**src/lfoc_pkg.sv**
```systemverilog
// package of register map, field layout, reset values and start-up tables
// assumes a 100 MHz system clock and an ultra-low-power 32 kHz tick input
// Notes on behaviour
// lock bit twelve blocks later crystal writes
// crystal start-up counter counts ultra-low-power ticks
// crystal start-up codes select 1 to 131072
// three crystal cycles before crystal ready
// on-demand runs only while requested
// without on-demand run whenever enabled
// standby without run-in-standby stops oscillator
// standby with run-in-standby keeps normal policy
// bit five drives automatic amplitude control
// bit three gates slow clock output
// bit two selects crystal or external pad
// bit one enables oscillator under policy
// crystal register 0x14 resets 0x0080
// internal register 0x18 resets 0x003F0080
// internal start-up 3 to 130, two sync
// software writes internal trim value itself
// lock stays set until reset
package lfoc_pkg;
    localparam logic [7:0] ext_crystal_osc_ctrl_off = 8'h14;
    localparam logic [7:0] int_slow_osc_ctrl_off = 8'h18;
    localparam logic [7:0] status_off = 8'h1c;
    localparam logic [15:0] ext_crystal_osc_ctrl_rst = 16'h0080;
    localparam logic [31:0] int_slow_osc_ctrl_rst = 32'h003f_0080;
    localparam int trim_lsb = 16;
    localparam int trim_msb = 22;
    localparam int config_lock_bit = 12;
    localparam int startup_lsb = 8;
    localparam int startup_msb = 10;
    localparam int run_on_request_bit = 7;
    localparam int run_in_standby_bit = 6;
    localparam int auto_amplitude_en_bit = 5;
    localparam int xosc_out_en_bit = 3;
    localparam int crystal_pad_sel_bit = 2;
    localparam int int_out_en_bit = 2;
    localparam int enable_bit = 1;
    localparam logic [15:0] xosc_wmask = 16'h17ee;
    localparam logic [31:0] iosc_wmask = 32'h007f_17c6;
    localparam int cnt_w = 18;
    localparam int xosc_sync_cycles = 3;
    localparam int iosc_sync_cycles = 2;
    typedef logic [cnt_w-1:0] lfoc_cnt_t;
    function automatic lfoc_cnt_t lfoc_xosc_len(input logic [2:0] code);
        lfoc_cnt_t r;
        r = 18'h0_0001;
        case (code)
            3'h0: r = 18'h0_0001;
            3'h1: r = 18'h0_0020;
            3'h2: r = 18'h0_0800;
            3'h3: r = 18'h0_1000;
            3'h4: r = 18'h0_4000;
            3'h5: r = 18'h0_8000;
            3'h6: r = 18'h1_0000;
            default: r = 18'h2_0000;
        endcase
        return r;
    endfunction
    function automatic lfoc_cnt_t lfoc_iosc_len(input logic [2:0] code);
        lfoc_cnt_t r;
        r = 18'h0_0003;
        case (code)
            3'h0: r = 18'h0_0003;
            3'h1: r = 18'h0_0004;
            3'h2: r = 18'h0_0006;
            3'h3: r = 18'h0_000a;
            3'h4: r = 18'h0_0012;
            3'h5: r = 18'h0_0022;
            3'h6: r = 18'h0_0042;
            default: r = 18'h0_0082;
        endcase
        return r;
    endfunction
endpackage

```
**src/low_freq_osc_control.sv**
```systemverilog
// top: axi4-lite register slave and control of two 32 kHz oscillators
// assumes ulp_tick, xosc_tick and iosc_tick are one-cycle pulses on aclk
//
// The implementer's own choice: the AXI4-Lite interface to the registers.
`timescale 1ns/1ps
module low_freq_osc_control (
    input wire logic aclk,
    input wire logic aresetn,
    input wire logic [7:0] s_axi_awaddr,
    input wire logic s_axi_awvalid,
    output logic s_axi_awready,

    input wire logic [31:0] s_axi_wdata,
    input wire logic [3:0] s_axi_wstrb,
    input wire logic s_axi_wvalid,
    output logic s_axi_wready,

    output logic [1:0] s_axi_bresp,
    output logic s_axi_bvalid,
    input wire logic s_axi_bready,

    input wire logic [7:0] s_axi_araddr,
    input wire logic s_axi_arvalid,
    output logic s_axi_arready,

    output logic [31:0] s_axi_rdata,
    output logic [1:0] s_axi_rresp,
    output logic s_axi_rvalid,
    input wire logic s_axi_rready,

    input wire logic ulp_tick,
    input wire logic xosc_tick,
    input wire logic iosc_tick,

    input wire logic standby,
    input wire logic ext_crystal_osc_req,
    input wire logic int_slow_osc_req,

    output logic ext_crystal_osc_run,
    output logic int_slow_osc_run,
    output logic auto_amplitude_en,
    output logic crystal_pad_sel,
    output logic ext_slow_clock_out_en,
    output logic int_slow_clock_out_en,
    output logic [6:0] trim_value,
    output logic crystal_ready_flag,
    output logic int_slow_osc_ready_flag
);
    logic [15:0] ext_crystal_osc_ctrl;
    logic [15:0] next_ext_crystal_osc_ctrl;

    logic [31:0] int_slow_osc_ctrl;
    logic [31:0] next_int_slow_osc_ctrl;

    logic [7:0] awaddr_q;
    logic [7:0] next_awaddr_q;

    logic aw_have;
    logic next_aw_have;

    logic [31:0] wdata_q;
    logic [31:0] next_wdata_q;

    logic [3:0] wstrb_q;
    logic [3:0] next_wstrb_q;

    logic w_have;
    logic next_w_have;

    logic bvalid;
    logic next_bvalid;

    logic [1:0] bresp;
    logic [1:0] next_bresp;

    logic rvalid;
    logic next_rvalid;

    logic [31:0] rdata;
    logic [31:0] next_rdata;

    logic [1:0] rresp;
    logic [1:0] next_rresp;

    logic [31:0] bmask;
    logic [31:0] merged;
    logic do_write;
    logic xosc_ready;
    logic iosc_ready;

    assign s_axi_awready = !aw_have && !bvalid;
    assign s_axi_wready = !w_have && !bvalid;
    assign s_axi_arready = !rvalid;

    assign s_axi_bvalid = bvalid;
    assign s_axi_bresp = bresp;
    assign s_axi_rvalid = rvalid;
    assign s_axi_rdata = rdata;
    assign s_axi_rresp = rresp;

    assign do_write = aw_have && w_have && !bvalid;

    always_comb
    begin
        next_awaddr_q = awaddr_q;
        next_aw_have = aw_have;
        next_wdata_q = wdata_q;
        next_wstrb_q = wstrb_q;
        next_w_have = w_have;
        next_bvalid = bvalid;
        next_bresp = bresp;
        next_ext_crystal_osc_ctrl = ext_crystal_osc_ctrl;
        next_int_slow_osc_ctrl = int_slow_osc_ctrl;
        bmask = {{8{wstrb_q[3]}}, {8{wstrb_q[2]}}, {8{wstrb_q[1]}}, {8{wstrb_q[0]}}};
        merged = 32'h0000_0000;

        if (s_axi_awvalid && s_axi_awready)
        begin
            next_awaddr_q = s_axi_awaddr;
            next_aw_have = 1'b1;
        end

        if (s_axi_wvalid && s_axi_wready)
        begin
            next_wdata_q = s_axi_wdata;
            next_wstrb_q = s_axi_wstrb;
            next_w_have = 1'b1;
        end

        if (do_write)
        begin
            next_aw_have = 1'b0;
            next_w_have = 1'b0;
            next_bvalid = 1'b1;
            next_bresp = 2'b00;

            case ({awaddr_q[7:2], 2'b00})
                lfoc_pkg::ext_crystal_osc_ctrl_off:
                begin
                    if (!ext_crystal_osc_ctrl[lfoc_pkg::config_lock_bit])
                    begin
                        merged = ({16'h0000, ext_crystal_osc_ctrl} & ~bmask)
                            | (wdata_q & bmask);
                        next_ext_crystal_osc_ctrl = merged[15:0] & lfoc_pkg::xosc_wmask;
                    end
                end

                lfoc_pkg::int_slow_osc_ctrl_off:
                begin
                    if (!int_slow_osc_ctrl[lfoc_pkg::config_lock_bit])
                    begin
                        merged = (int_slow_osc_ctrl & ~bmask) | (wdata_q & bmask);
                        next_int_slow_osc_ctrl = merged & lfoc_pkg::iosc_wmask;
                    end
                end

                lfoc_pkg::status_off:
                begin
                    next_bresp = 2'b00;
                end

                default:
                begin
                    next_bresp = 2'b10;
                end
            endcase
        end

        if (bvalid && s_axi_bready)
        begin
            next_bvalid = 1'b0;
        end
    end

    always_comb
    begin
        next_rvalid = rvalid;
        next_rdata = rdata;
        next_rresp = rresp;

        if (s_axi_arvalid && s_axi_arready)
        begin
            next_rvalid = 1'b1;
            next_rresp = 2'b00;

            case ({s_axi_araddr[7:2], 2'b00})
                lfoc_pkg::ext_crystal_osc_ctrl_off:
                begin
                    next_rdata = {16'h0000, ext_crystal_osc_ctrl};
                end

                lfoc_pkg::int_slow_osc_ctrl_off:
                begin
                    next_rdata = int_slow_osc_ctrl;
                end

                lfoc_pkg::status_off:
                begin
                    next_rdata = {30'h0000_0000, iosc_ready, xosc_ready};
                end

                default:
                begin
                    next_rdata = 32'h0000_0000;
                    next_rresp = 2'b10;
                end
            endcase
        end
        else if (rvalid && s_axi_rready)
        begin
            next_rvalid = 1'b0;
        end
    end

    always_ff @(posedge aclk)
    begin
        if (!aresetn)
        begin
            ext_crystal_osc_ctrl <= lfoc_pkg::ext_crystal_osc_ctrl_rst;
            int_slow_osc_ctrl <= lfoc_pkg::int_slow_osc_ctrl_rst;

            awaddr_q <= 8'h00;
            aw_have <= 1'b0;
            wdata_q <= 32'h0000_0000;
            wstrb_q <= 4'h0;
            w_have <= 1'b0;

            bvalid <= 1'b0;
            bresp <= 2'b00;

            rvalid <= 1'b0;
            rdata <= 32'h0000_0000;
            rresp <= 2'b00;
        end
        else
        begin
            ext_crystal_osc_ctrl <= next_ext_crystal_osc_ctrl;
            int_slow_osc_ctrl <= next_int_slow_osc_ctrl;

            awaddr_q <= next_awaddr_q;
            aw_have <= next_aw_have;
            wdata_q <= next_wdata_q;
            wstrb_q <= next_wstrb_q;
            w_have <= next_w_have;

            bvalid <= next_bvalid;
            bresp <= next_bresp;

            rvalid <= next_rvalid;
            rdata <= next_rdata;
            rresp <= next_rresp;
        end
    end

    lfoc_run_policy u_xosc_policy (
        .enable(ext_crystal_osc_ctrl[lfoc_pkg::enable_bit]),
        .run_on_request(ext_crystal_osc_ctrl[lfoc_pkg::run_on_request_bit]),
        .run_in_standby(ext_crystal_osc_ctrl[lfoc_pkg::run_in_standby_bit]),
        .standby(standby),
        .clk_request(ext_crystal_osc_req),
        .run(ext_crystal_osc_run)
    );

    lfoc_run_policy u_iosc_policy (
        .enable(int_slow_osc_ctrl[lfoc_pkg::enable_bit]),
        .run_on_request(int_slow_osc_ctrl[lfoc_pkg::run_on_request_bit]),
        .run_in_standby(int_slow_osc_ctrl[lfoc_pkg::run_in_standby_bit]),
        .standby(standby),
        .clk_request(int_slow_osc_req),
        .run(int_slow_osc_run)
    );

    lfoc_startup #(
        .sync_cycles(lfoc_pkg::xosc_sync_cycles)
    ) u_xosc_startup (
        .aclk(aclk),
        .aresetn(aresetn),
        .run(ext_crystal_osc_run),
        .length(lfoc_pkg::lfoc_xosc_len(
            ext_crystal_osc_ctrl[lfoc_pkg::startup_msb:lfoc_pkg::startup_lsb])),
        .count_tick(ulp_tick),
        .sync_tick(xosc_tick),
        .ready(xosc_ready)
    );

    lfoc_startup #(
        .sync_cycles(lfoc_pkg::iosc_sync_cycles)
    ) u_iosc_startup (
        .aclk(aclk),
        .aresetn(aresetn),
        .run(int_slow_osc_run),
        .length(lfoc_pkg::lfoc_iosc_len(
            int_slow_osc_ctrl[lfoc_pkg::startup_msb:lfoc_pkg::startup_lsb])),
        .count_tick(iosc_tick),
        .sync_tick(iosc_tick),
        .ready(iosc_ready)
    );

    assign auto_amplitude_en = ext_crystal_osc_ctrl[lfoc_pkg::auto_amplitude_en_bit];
    assign crystal_pad_sel = ext_crystal_osc_ctrl[lfoc_pkg::crystal_pad_sel_bit];
    assign ext_slow_clock_out_en = ext_crystal_osc_ctrl[lfoc_pkg::xosc_out_en_bit]
        && xosc_ready;

    assign int_slow_clock_out_en = int_slow_osc_ctrl[lfoc_pkg::int_out_en_bit] && iosc_ready;

    assign trim_value = int_slow_osc_ctrl[lfoc_pkg::trim_msb:lfoc_pkg::trim_lsb];
    assign crystal_ready_flag = xosc_ready;
    assign int_slow_osc_ready_flag = iosc_ready;
endmodule

```
**src/lfoc_startup.sv**
```systemverilog
// start-up counter and sync delay for one oscillator
// assumes tick inputs are one-cycle pulses synchronous to aclk
`timescale 1ns/1ps
module lfoc_startup #(
    parameter int sync_cycles = 3
) (
    input wire logic aclk,
    input wire logic aresetn,
    input wire logic run,
    input wire logic [17:0] length,
    input wire logic count_tick,
    input wire logic sync_tick,
    output logic ready
);
    if (sync_cycles < 1 || sync_cycles > 7)
    begin
        $error("sync_cycles out of range");
    end
    typedef enum logic [1:0] {lfoc_idle_s = 2'b00, lfoc_count_s = 2'b01,
        lfoc_sync_s = 2'b11, lfoc_ready_s = 2'b10} lfoc_st_t;
    lfoc_st_t st;
    lfoc_st_t next_st;
    logic [17:0] cnt;
    logic [17:0] next_cnt;
    always_comb
    begin
        next_st = st;
        next_cnt = cnt;
        case (st)
            lfoc_idle_s:
            begin
                next_cnt = 18'h0_0000;
                if (run)
                begin
                    next_st = lfoc_count_s;
                end
            end
            lfoc_count_s:
            begin
                if (count_tick)
                begin
                    next_cnt = cnt + 18'h0_0001;
                    if (cnt + 18'h0_0001 >= length)
                    begin
                        next_st = lfoc_sync_s;
                        next_cnt = 18'h0_0000;
                    end
                end
            end
            lfoc_sync_s:
            begin
                if (sync_tick)
                begin
                    next_cnt = cnt + 18'h0_0001;
                    if (cnt + 18'h0_0001 >= 18'(sync_cycles))
                    begin
                        next_st = lfoc_ready_s;
                    end
                end
            end
            lfoc_ready_s:
            begin
                next_cnt = cnt;
            end
            default:
            begin
                next_st = lfoc_idle_s;
            end
        endcase
        if (!run)
        begin
            next_st = lfoc_idle_s;
            next_cnt = 18'h0_0000;
        end
    end
    always_ff @(posedge aclk)
    begin
        if (!aresetn)
        begin
            st <= lfoc_idle_s;
            cnt <= 18'h0_0000;
        end
        else
        begin
            st <= next_st;
            cnt <= next_cnt;
        end
    end
    assign ready = (st == lfoc_ready_s);
endmodule

```
**src/lfoc_run_policy.sv**
```systemverilog
// run decision for one oscillator from enable, on-demand and standby
// assumes request and standby are levels synchronous to aclk
`timescale 1ns/1ps
module lfoc_run_policy (
    input wire logic enable,
    input wire logic run_on_request,
    input wire logic run_in_standby,
    input wire logic standby,
    input wire logic clk_request,
    output logic run
);
    always_comb
    begin
        run = 1'b0;
        if (enable)
        begin
            if (standby && !run_in_standby)
            begin
                run = 1'b0;
            end
            else if (run_on_request)
            begin
                run = clk_request;
            end
            else
            begin
                run = 1'b1;
            end
        end
    end
endmodule

```
**config.mk**
```make
export PLATFORM = sky130hd
export DESIGN_NAME = low_freq_osc_control
export DESIGN_NICKNAME = d
export VERILOG_FILES = /design/src/lfoc_pkg.sv /design/src/low_freq_osc_control.sv /design/src/lfoc_startup.sv /design/src/lfoc_run_policy.sv
export SDC_FILE = /design/constraint.sdc
export NUM_CORES = 1
export LEC_CHECK = 0
export BUFFER_PORTS_ARGS = -buffer_cell sky130_fd_sc_hd__buf_4
export CORE_ASPECT_RATIO = 1.4
export CORE_MARGIN = 2
export CORE_UTILIZATION = 25
export CTS_BUF_LIST = sky130_fd_sc_hd__clkbuf_16
export CTS_CLUSTER_DIAMETER = 120
export DETAILED_ROUTE_END_ITERATION = 8
export PLACE_DENSITY = 0.39
export SETUP_SLACK_MARGIN = 0.15
export SLEW_MARGIN = 0
export SYNTH_ARGS = -nofsm -noshare
export SYNTH_HDL_FRONTEND = slang
export SYNTH_SLANG_ARGS = --single-unit
```
**constraint.sdc**
```tcl
create_clock -name aclk -period 3.6 [get_ports aclk]
set_input_delay 0.72 -clock aclk [delete_from_list [all_inputs] [get_ports aclk]]
set_output_delay 0.72 -clock aclk [all_outputs]
set_load 0.03 [all_outputs]
```
==> run metrics <==
die footprint 26600 sq um; prevailing post-synth register cell dfxtp_1; synth-to-layout area growth 27.9%; clock tree buffer depth 2; Slew HR 0.450; HP Class reg -> reg; Die Ht ~190 um; WHS Endpoint wdata_q[18]; IO buf count 84; data required time of the worst path roughly 3.9 ns; WL/cell approximately 15 um; Rows 68; Detailed Route Iter0 Violations 162; Die W 139 um; # DRC 0; Pre-Repair DR Iteration Count 4; design area 8100 sq um; Fin. Hold Viols 0; critical path class reg -> reg; CP endpoint kind flop; drt via density 4.61; delay-heaviest family, CP simple AND/OR/NAND/NOR gates; Initial Util 0.256; crit path time final 3.27 ns; worst ir drop on vdd around 0.32 mV; Clk pin slew, worst setup/hold paths approximately 0.060 ns; RSZ-0062 raised after global routing no; Synth Warn # 0; CP dominant cell by count buf_4; Slew @ Worst Pin a little over 0.8 ns; Crit path arrival time 3.57 ns; CTS Sinks 115; syn_area_per_cell 8.33 sq um; fraction of layout cells with a size suffix above 1 0.226; detailed-route via count approximately 5500; GRT Util Overall 0.143; Final Setup Violations 0; Startpoint Class flop; Yosys top cell area share 0.364; GP Congestion 0.757; reg2reg setup slack 0.33 ns; Post-DP HPWL 13.9 mm; GR Overflow Total 0; cell area after synthesis 6330 sq um; Root Driver clkbuf_16; Seq/Total Area, Yosys 0.364; CTS Buf Count 17; fillers ~2600; H-tree depth 4; DRT antenna net count 0; buffers plus inverters on the worst setup path 4; worst skew pair latency 0.42 ns; Async SR Flop Fraction 0; Placed Area 7430 sq um; worst hold path startpoint wdata_q[18]; EDFF count, synth 0; MaxCap Viol Count 0; Hold Path Stages 2; vias in the first global route 5610; end of the worst register-to-register path u_xosc_startup.cnt[12]; CORE AREA approximately 25000 sq um; Max Fclk 306 MHz; Lkg Pwr around 3.3 nW; first-pass GRT wire length 30.3 mm; I/O pin count 121; Synth cell types 65; initial antenna violation count 0; Max Clock Skew 0.00602 ns; setup total negative slack 0 ns; status finished, final reports clean; cells on worst reg2reg path 15; NumNets Final approximately 950; crit share post-route 0.907; TritonCTS clock tree done; max incr delay on CP 0.48 ns; drt total wl 18.5 mm; Area contributors post-synth dfxtp_1 (36%), nand2_1 (6.9%), mux2i_1 (5.1%); pin count of the biggest net entering global routing 75; ANT cells 0; Cells after Synth 760; CP Cell Sequence ha_1 -> nand4_1 -> or3_4 -> xnor2_1 -> buf_4 -> ha_1 -> nand2_1 -> buf_4 -> a21o_1 -> a311oi_1 -> buf_4 -> nor4_4 -> buf_4 -> a31oi_1 -> mux2i_1; Slowest-stage cell, CP or3_4; CP Max Fanout 8; PwrDens 395 nW/um^2; post-synthesis register bit count around 120; top cell type by total area after synthesis dfxtp_1; R2R Path Start u_xosc_startup.cnt[0]; fin. max-slew vios 0
worst min-delay path: stages, from the launching register on:
cell and delay (ns):
dfxtp_1 0.31, nand2_1 0.05, a21boi_0 0.06
cell families (layout without fill, tap and decap cells):
group           Yosys count  count (layout)  share of synthesized area
mux                      33              33                     0.0524
fa+ha+maj                20              20                     0.0395
flops                   115             115                      0.364
xor+xnor                 29              29                     0.0401
buf+inv                  80             185                     0.0668
other cells               1              16                   0.000592
compound gates          143             143                      0.164
simple gates            339             339                      0.273
report_power, final:
group	switching (W)	total (W)	internal [W]
clock network	0.000623	0.00169	0.00107
registers	0.0000186	0.00132	0.00130
logic	0.000112	0.000188	0.0000762
metal layers:
layer / global-route usage / up-vias / wire length [um]
met5: 0 / - / 0
met4: 0.0443 / 0 / 251
met3: 0.0409 / 16 / 889
met2: 0.255 / 113 / 9110
met1: 0.167 / 2521 / 8230
li1: - / 2861 / -
cell usage in the layout, fill, tap and decap left out, types with 6 or more instances in the layout:
cell type | Yosys | final
nand3b_1 | 11 | 11
or2_2 | 6 | 6
buf_4 | 25 | 137
nor3_1 | 20 | 18
dfxtp_2 | 0 | 7
clkbuf_16 | 0 | 17
nor4_1 | 8 | 8
a22oi_1 | 15 | 15
a21boi_0 | 25 | 25
a22o_1 | 9 | 9
and3_1 | 7 | 6
conb_1 | 1 | 16
nor3b_1 | 6 | 6
a21oi_1 | 24 | 24
nand4_1 | 17 | 17
xor2_1 | 11 | 11
nand3_1 | 24 | 24
nor2_1 | 46 | 45
dfxtp_1 | 115 | 108
o21ai_0 | 22 | 19
inv_1 | 17 | 18
xnor2_1 | 18 | 17
and2_1 | 12 | 12
nor2b_1 | 43 | 43
o21a_1 | 6 | 6
nand2_1 | 116 | 116
ha_1 | 20 | 19
mux2i_1 | 32 | 32
synth_stat cells, types with 5 or more instances:
cell,instances
or2_2,6
a31oi_1,5
nand2_1,116
nand2b_1,5
nor2b_1,43
nor3b_1,6
nand3_1,24
and3_1,7
a21boi_0,25
clkbuf_1,32
nor3_1,20
o221ai_1,5
and2_1,12
mux2i_1,32
a22oi_1,15
inv_1,17
xor2_1,11
ha_1,20
a21oi_1,24
o21ai_0,22
xnor2_1,18
nor2_1,46
nor4_1,8
o21a_1,6
nand4_1,17
dfxtp_1,115
buf_4,25
a22o_1,9
nand3b_1,11
layout make-up:
cell class / count / area, sq um / share of cell area
well taps: 315 / 394 / 0.0486
flip-flops and latches: 115 / 2310 / 0.285
multi-input cells: 580 / 3730 / 0.461
clock buffers: 17 / 425 / 0.0525
clock inverters: 14 / 146 / 0.0181
repair buffers: 137 / 1030 / 0.127
inverters: 17 / 63.8 / 0.00788
worst max path at each step:
stage,startpoint,endpoint,slack [ns],depth (start not counted)
floorplan,u_xosc_startup.cnt[3],u_xosc_startup.cnt[8],0.35,12
global placement,u_xosc_startup.cnt[4],u_xosc_startup.cnt[9],0.13,14
detailed placement,u_xosc_startup.cnt[0],u_xosc_startup.cnt[9],0.12,15
CTS,u_xosc_startup.cnt[1],u_xosc_startup.cnt[9],0.17,14
global route,u_iosc_startup.cnt[0],u_iosc_startup.cnt[4],0.16,13
finish,u_xosc_startup.cnt[0],u_xosc_startup.cnt[12],0.33,15
repair_timing:
action | CTS | global route
hold buffers | 0 | 0
resized for setup | 3 | 20
buffers inserted | 1 | 2
pin swaps | 1 | 6
endpoints found under the setup margin | 2 | 28
metrics by stage:
| stage | hold slack [ns] | setup WS [ns] | std cells | util | power (W) |
|---|---|---|---|---|---|
| floorplan | 0.441 | 0.351 | 775 | - | 0.00147 |
| global route | 0.490 | 0.156 | 1195 | 0.327 | 0.00333 |
| global placement | 0.453 | 0.128 | 1161 | 0.300 | 0.00154 |
| detailed placement | 0.457 | 0.121 | 1161 | 0.300 | 0.00154 |
| CTS | 0.467 | 0.167 | 1193 | 0.324 | 0.00326 |
| finish | 0.465 | 0.334 | 1195 | 0.327 | 0.00320 |
No activity file was read; power rests on OpenSTA's default activity.
